$ cat config.mk
export PLATFORM = sky130hd
export DESIGN_NAME = pmr_regs
export DESIGN_NICKNAME = d
export VERILOG_FILES = /design/src/hdl/pmr_regs.v
export VERILOG_INCLUDE_DIRS = /design/src /design/src/hdl
export SDC_FILE = /design/constraint.sdc
export NUM_CORES = 1
export LEC_CHECK = 0
export ABC_AREA = 1
export BUFFER_PORTS_ARGS = -buffer_cell sky130_fd_sc_hd__buf_2
export CAP_MARGIN = 20
export CORE_ASPECT_RATIO = 0.7
export CORE_MARGIN = 2
export CORE_UTILIZATION = 43
export DETAILED_ROUTE_END_ITERATION = 8
export PLACE_DENSITY = 0.82
export SKIP_LAST_GASP = 1
export SLEW_MARGIN = 0
export SYNTH_ARGS = -nofsm -noshare
export SYNTH_HDL_FRONTEND = slang
export SYNTH_SLANG_ARGS = --single-unit
$ cat constraint.sdc
create_clock -name sys_clk -period 1.3 [get_ports sys_clk]
set_input_delay 0.065 -clock sys_clk [delete_from_list [all_inputs] [get_ports sys_clk]]
set_output_delay 0.065 -clock sys_clk [all_outputs]
set_load 0.1 [all_outputs]
$ cat src/hdl/pmr_defs.vh
// Constants of the bridge power-management register bank.
`ifndef PMR_DEFS_VH
`define PMR_DEFS_VH
// ============================================================
// Register byte addresses
`define PMR_ADDR_CAP       8'hdc
`define PMR_ADDR_CSR       8'he0
// Word indices, the byte addresses above divided by four.
`define PMR_IDX_CAP        6'h37
`define PMR_IDX_CSR        6'h38
// ============================================================
// Fixed capability fields
`define PMR_CAP_ID         8'h01
`define PMR_NEXT_PTR       8'h00
`define PMR_PM_REV         3'b010
// ============================================================
// Field positions
`define PMR_REV_LO         16
`define PMR_REV_HI         18
`define PMR_WAKE_CLK_BIT   19
`define PMR_AUX_PWR_BIT    20
`define PMR_DSI_BIT        21
`define PMR_D1_BIT         25
`define PMR_D2_BIT         26
`define PMR_WAKE_SUP_LO    27
`define PMR_WAKE_SUP_HI    31
`define PMR_PS_LO          0
`define PMR_PS_HI          1
`define PMR_WAKE_EN_BIT    8
`define PMR_DSEL_LO        9
`define PMR_DSEL_HI        12
`define PMR_DSCALE_LO      13
`define PMR_DSCALE_HI      14
`define PMR_WAKE_STS_BIT   15
`define PMR_CLK_STOP_BIT   22
`define PMR_STRAP_BIT      23
// ============================================================
// Power states and reset values
`define PMR_D0             2'b00
`define PMR_D1             2'b01
`define PMR_D2             2'b10
`define PMR_D3             2'b11
`define PMR_PS_RESET       2'b00
`define PMR_STATE_SUPPORT  4'b1111
// ============================================================
// AHB-Lite encodings
`define PMR_HTRANS_NONSEQ  2'b10
`define PMR_HTRANS_SEQ     2'b11
`define PMR_HSIZE_WORD     3'b010
`define PMR_ZERO32         32'h0000_0000
`endif

$ cat src/hdl/pmr_regs.v
// Power-management capability registers of a bridge, AHB-Lite slave.
// ============================================================
// How it works
// - Capability bits 18:16 always read 010, revision 1.1.
// - Capability bits 19, 20 and 31:27 always read zero.
// - Capability bit 21 reads zero; no special initialisation.
// - Capability bit 25 reads one: D1 supported.
// - Capability bit 26 reads one: D2 supported.
// - Power state bits 1:0 hold D0..D3, clearing to D0 on reset.
// - Unsupported state written: write completes, field unchanged.
// - D0 written after D3 pulses chip reset, not secondary reset.
// - Control bits 8 and 15 are read-only zero.
// - Control bits 12:9 and 14:13 are read-only zero.
// - Strap high: bit 22 reads one, secondary clocks stop in D3.
// - Bit 23 mirrors the strap; strap low keeps clocks running.
//
// Local design decision: the AHB-Lite interface to the registers.
`timescale 1ns/1ps
`default_nettype none
`include "pmr_defs.vh"

module pmr_regs #(
    parameter CHIP_RST_CYCLES = 4
) (
    // Clock and reset
    input  wire        sys_clk,
    input  wire        sys_rst,
    // AHB-Lite slave
    input  wire        hsel,
    input  wire [7:0]  haddr,
    input  wire [1:0]  htrans,
    input  wire        hwrite,
    input  wire [2:0]  hsize,
    input  wire [31:0] hwdata,
    input  wire        hready,
    output reg         hreadyout,
    output reg  [31:0] hrdata,
    output reg         hresp,
    // Strap and bridge controls
    input  wire        clock_control_strap,
    output reg  [1:0]  power_state,
    output reg         chip_reset,
    output reg         sec_bus_reset,
    output reg         sec_clk_stop
);

    // ============================================================
    // Helpers
    function state_ok;
        input [1:0] st;
        reg   [3:0] sup;
        begin
            sup = `PMR_STATE_SUPPORT;
            state_ok = sup[st];
        end
    endfunction

    // ============================================================
    // Address phase capture
    reg        dp_write;
    reg [7:0]  dp_addr;
    reg [2:0]  dp_size;
    reg        strap;
    reg [7:0]  rst_cnt;
    wire       valid_req;
    wire       csr_wr;
    reg  [1:0] next_state;
    reg [31:0] rd_word;

    assign valid_req = hsel && hready &&
                       (htrans == `PMR_HTRANS_NONSEQ ||
                        htrans == `PMR_HTRANS_SEQ);

    always @(posedge sys_clk) begin
        if (sys_rst) begin
            dp_write <= 1'b0;
            dp_addr  <= 8'h00;
            dp_size  <= `PMR_HSIZE_WORD;
        end else if (hready) begin
            dp_write <= valid_req && hwrite;
            dp_addr  <= haddr;
            dp_size  <= hsize;
        end
    end

    // Only a write that covers byte lane 0 reaches the state field.
    assign csr_wr = dp_write &&
                    dp_addr[7:2] == `PMR_IDX_CSR &&
                    (dp_size == `PMR_HSIZE_WORD ||
                     dp_addr[1:0] == 2'b00);

    // ============================================================
    // Power state
    always @* begin
        next_state = power_state;
        if (csr_wr && state_ok(hwdata[`PMR_PS_HI:`PMR_PS_LO])) begin
            next_state = hwdata[`PMR_PS_HI:`PMR_PS_LO];
        end
    end

    always @(posedge sys_clk) begin
        if (sys_rst) begin
            power_state <= `PMR_PS_RESET;
        end else begin
            power_state <= next_state;
        end
    end

    // The strap is sampled during reset and frozen at its release.
    always @(posedge sys_clk) begin
        if (sys_rst) begin
            strap <= clock_control_strap;
        end
    end

    // ============================================================
    // Chip reset and clock control
    always @(posedge sys_clk) begin
        if (sys_rst) begin
            rst_cnt    <= 8'h00;
            chip_reset <= 1'b0;
        end else begin
            if (power_state == `PMR_D3 && next_state == `PMR_D0) begin
                rst_cnt <= CHIP_RST_CYCLES[7:0];
            end else if (rst_cnt != 8'h00) begin
                rst_cnt <= rst_cnt - 8'h01;
            end
            chip_reset <= (power_state == `PMR_D3 &&
                           next_state == `PMR_D0) ||
                          rst_cnt > 8'h01;
        end
    end

    // Secondary reset follows only the bridge reset, never chip reset.
    always @(posedge sys_clk) begin
        sec_bus_reset <= sys_rst;
    end

    always @(posedge sys_clk) begin
        if (sys_rst) begin
            sec_clk_stop <= 1'b0;
        end else begin
            sec_clk_stop <= strap && next_state == `PMR_D3;
        end
    end

    // ============================================================
    // Read mux
    // The mux reads next_state so a read right after a write sees it.
    always @* begin
        rd_word = `PMR_ZERO32;
        if (haddr[7:2] == `PMR_IDX_CAP) begin
            rd_word[7:0]  = `PMR_CAP_ID;
            rd_word[15:8] = `PMR_NEXT_PTR;
            rd_word[`PMR_REV_HI:`PMR_REV_LO] = `PMR_PM_REV;
            rd_word[`PMR_WAKE_CLK_BIT] = 1'b0;
            rd_word[`PMR_AUX_PWR_BIT]  = 1'b0;
            rd_word[`PMR_WAKE_SUP_HI:`PMR_WAKE_SUP_LO] = 5'b00000;
            rd_word[`PMR_DSI_BIT] = 1'b0;
            rd_word[`PMR_D1_BIT] = 1'b1;
            rd_word[`PMR_D2_BIT] = 1'b1;
        end else if (haddr[7:2] == `PMR_IDX_CSR) begin
            rd_word[`PMR_PS_HI:`PMR_PS_LO] = next_state;
            rd_word[`PMR_WAKE_EN_BIT]  = 1'b0;
            rd_word[`PMR_WAKE_STS_BIT] = 1'b0;
            rd_word[`PMR_DSEL_HI:`PMR_DSEL_LO] = 4'h0;
            rd_word[`PMR_DSCALE_HI:`PMR_DSCALE_LO] = 2'b00;
            rd_word[`PMR_CLK_STOP_BIT] = strap;
            rd_word[`PMR_STRAP_BIT] = strap;
        end
    end

    // ============================================================
    // Bus response
    // Zero wait states, so the slave never stretches a transfer.
    always @(posedge sys_clk) begin
        if (sys_rst) begin
            hreadyout <= 1'b1;
            hresp     <= 1'b0;
            hrdata    <= `PMR_ZERO32;
        end else begin
            hreadyout <= 1'b1;
            hresp     <= 1'b0;
            if (valid_req && !hwrite) begin
                hrdata <= rd_word;
            end
        end
    end

endmodule
`default_nettype wire

==> flow_metrics.tcl <==
set metrics [dict create \
    status "finished clean" \
    placed_area_um2 1620 \
    die_h_um 54.0 \
    wl_um 2860 \
    dr_wl_met2_um 1220 \
    critical_path.max_fanout 7 \
    ios 90 \
    synth_area_um2 1530 \
    min_period_ps 1260 \
    clk_latency_ps 280 \
    max-cap-violations 0 \
    grt_pass1_vias 1063 \
    htreeDepth 2 \
    seq_area_frac_synth_pct 39.8 \
    tns_ps 0 \
    cts_made_buffers 5 \
    yosysTopAreaCell "dfxtp_1" \
    critPathArrivalTime_ps 1420 \
    cts_tree "built" \
    top_layer_used "met4" \
    synthFlopType "dfxtp_1" \
    clock-sinks 30 \
    grt_pass1_wl_um 4570 \
    postSynthAreaPerCell_um2 7.59 \
    ir_worst_vdd_mv 0.719 \
    synth.top_cell.area_share_pct 37.9 \
    antenna_found_initial 0 \
    synthArstFlopShare_pct 0 \
    syn_inst 202 \
    synth-edff-count 1 \
    synth.most_common_cell "nor2_1" \
    wl_met3_um 167 \
    cp.required_ps 1470 \
    drtIter0Drc 54 \
    min_path_type "in -> reg" \
    rsz0062_at_grt "yes" \
    grt_max_degree 15 \
    vias 1211 \
    netlist_top_cells_area "dfxtp_1 (38%), buf_4 (15%), nor2_1 (8.6%)" \
    num-nets-final 291 \
    detailed_place_hpwl_um 2100 \
    grt_util_all_layers_pct 15.1 \
    powerDensity_nw_per_um2 1910 \
    fin_skew_ps 5.08 \
    cts_buffer_depth 2 \
    fin_crit_sh_pct 96.7 \
    setup_viol 0 \
    worst_setup_path_end_kind "register" \
    final_area_um2 1780 \
    path_class "reg -> reg" \
    fp.coreArea_um2 3470 \
    clock.fmax_mhz 796 \
    gp_congestion 0.872 \
    numPortBuffers 31 \
    drc_errors 0 \
    viasPerCell 4.22 \
    start_util_pct 44.2 \
    finalHoldViolCount 0 \
    leakagePower_nw 0.866 \
    die_area_um2 4070 \
    area_growth_pct 15.9 \
    detail_route.first_pass.iterations 4 \
    n_antenna_cell 0 \
    clockRootBuffer "clkbuf_8" \
    wl_per_cell_um 9.97 \
    wl_met1_um 1420 \
    row_count 18 \
    ant_nets 0 \
    whs_ps 9.52 \
    drv_slew 0 \
    synthDistinctLibCells 25 \
    ys_top_cells_by_count "nor2_1 (35), buf_4 (30), dfxtp_1 (29)" \
    overflow 0 \
    yosysWarningCount 0 \
    drive_gt1_share_pct 29.1 \
    cts.clk_slew.worst_paths_ps 60 \
    startpoint_type "register" \
    dieWidth_um 75.4 \
    yosys_register_bits 30 \
]
==> sequential cells by signal, indices dropped and copies added, names as in the netlist <==
register and cells:
hrdata 4, rst_cnt 8, power_state 2, chip_reset 1, strap 1, sec_clk_stop 1
dp_size 3, sec_bus_reset 1, dp_write 1, dp_addr 8
==> routing by layer <==
metal	up-vias	track usage, %
met5	-	0
met4	0	7.02
met3	7	4.68
met2	34	23.0
met1	529	19.7
li1	641	-
==> final timing paths <==
path | startpoint | to | slack (ps) | cells after the start
worst max-delay path | dp_write | rst_cnt[4] | 40 | 9
worst min register to register | dp_size[2] | dp_size[2] | 470 | 2
worst min-delay path | hsize[0] | dp_size[0] | 10 | 3
worst max register to register | dp_write | rst_cnt[4] | 40 | 9
==> report_power, final <==
group	leakage (nW)	internal, mW	switching, mW
Combinational	0.574	0.463	1.07
Clock	0.0383	0.367	0.319
Sequential	0.253	1.08	0.0947
==> area by class of cell <==
| cell class | instances | area [um^2] |
|---|---|---|
| fillers | 358 | 1690 |
| multi-input cells | 145 | 744 |
| flip-flops and latches | 30 | 623 |
| repair buffers | 37 | 203 |
| clock buffers | 7 | 76.3 |
| inverters | 18 | 67.6 |
| well taps | 50 | 62.6 |
==> kinds of logic (layout without fill, tap and decap cells) <==
| kind of cell | after synthesis | after routing | share of synthesized area, % |
|---|---|---|---|
| xor+xnor | 7 | 7 | 4.00 |
| other cells | 2 | 27 | 0.490 |
| simple gates | 88 | 88 | 26.0 |
| buf+inv | 52 | 62 | 20.2 |
| flops | 30 | 30 | 39.8 |
| compound gates | 20 | 20 | 6.94 |
| fa+ha+maj | 3 | 3 | 2.45 |
==> stage by stage <==
step	power, mW	utilization (%)	worst slack [ps]	instances
after floorplan	2.44	-	83.2	227
final	3.39	51.2	43.1	287
after CTS	3.28	49.3	28.8	284
after global routing	3.62	51.2	-29.1	287
after detailed placement	2.58	46.8	40.7	276
after global placement	2.55	46.8	62.5	276
==> critical path, stage by stage (launching register included) <==
cell and delay (ps):
dfxtp_2 320, nand2_1 60, inv_2 50, nand2_2 60, nor2_4 140, nand3_2 110, nor2_2 130, nand2_2 90
nand2_4 130, nor2_1 50
==> cells in the final DEF (no fill, tap or decap), types with 7 or more instances in the layout <==
| cell type | netlist | final |
|---|---|---|
| buf_2 | 2 | 31 |
| dfxtp_2 | 0 | 10 |
| o21ai_0 | 10 | 10 |
| nand3_1 | 11 | 10 |
| nor2_1 | 35 | 31 |
| inv_1 | 18 | 17 |
| nand2_2 | 5 | 7 |
| nand2_1 | 25 | 23 |
| conb_1 | 2 | 27 |
| dfxtp_1 | 29 | 19 |
| a21oi_1 | 9 | 9 |
==> timing repair <==
action / CTS / global route
buffers inserted: 0 / 3
endpoints found under the setup margin: 0 / 10
hold endpoints to repair: 1 / 0
resized for setup: 0 / 16
hold buffers: 1 / 0
Power figures use the tool's default switching activity.
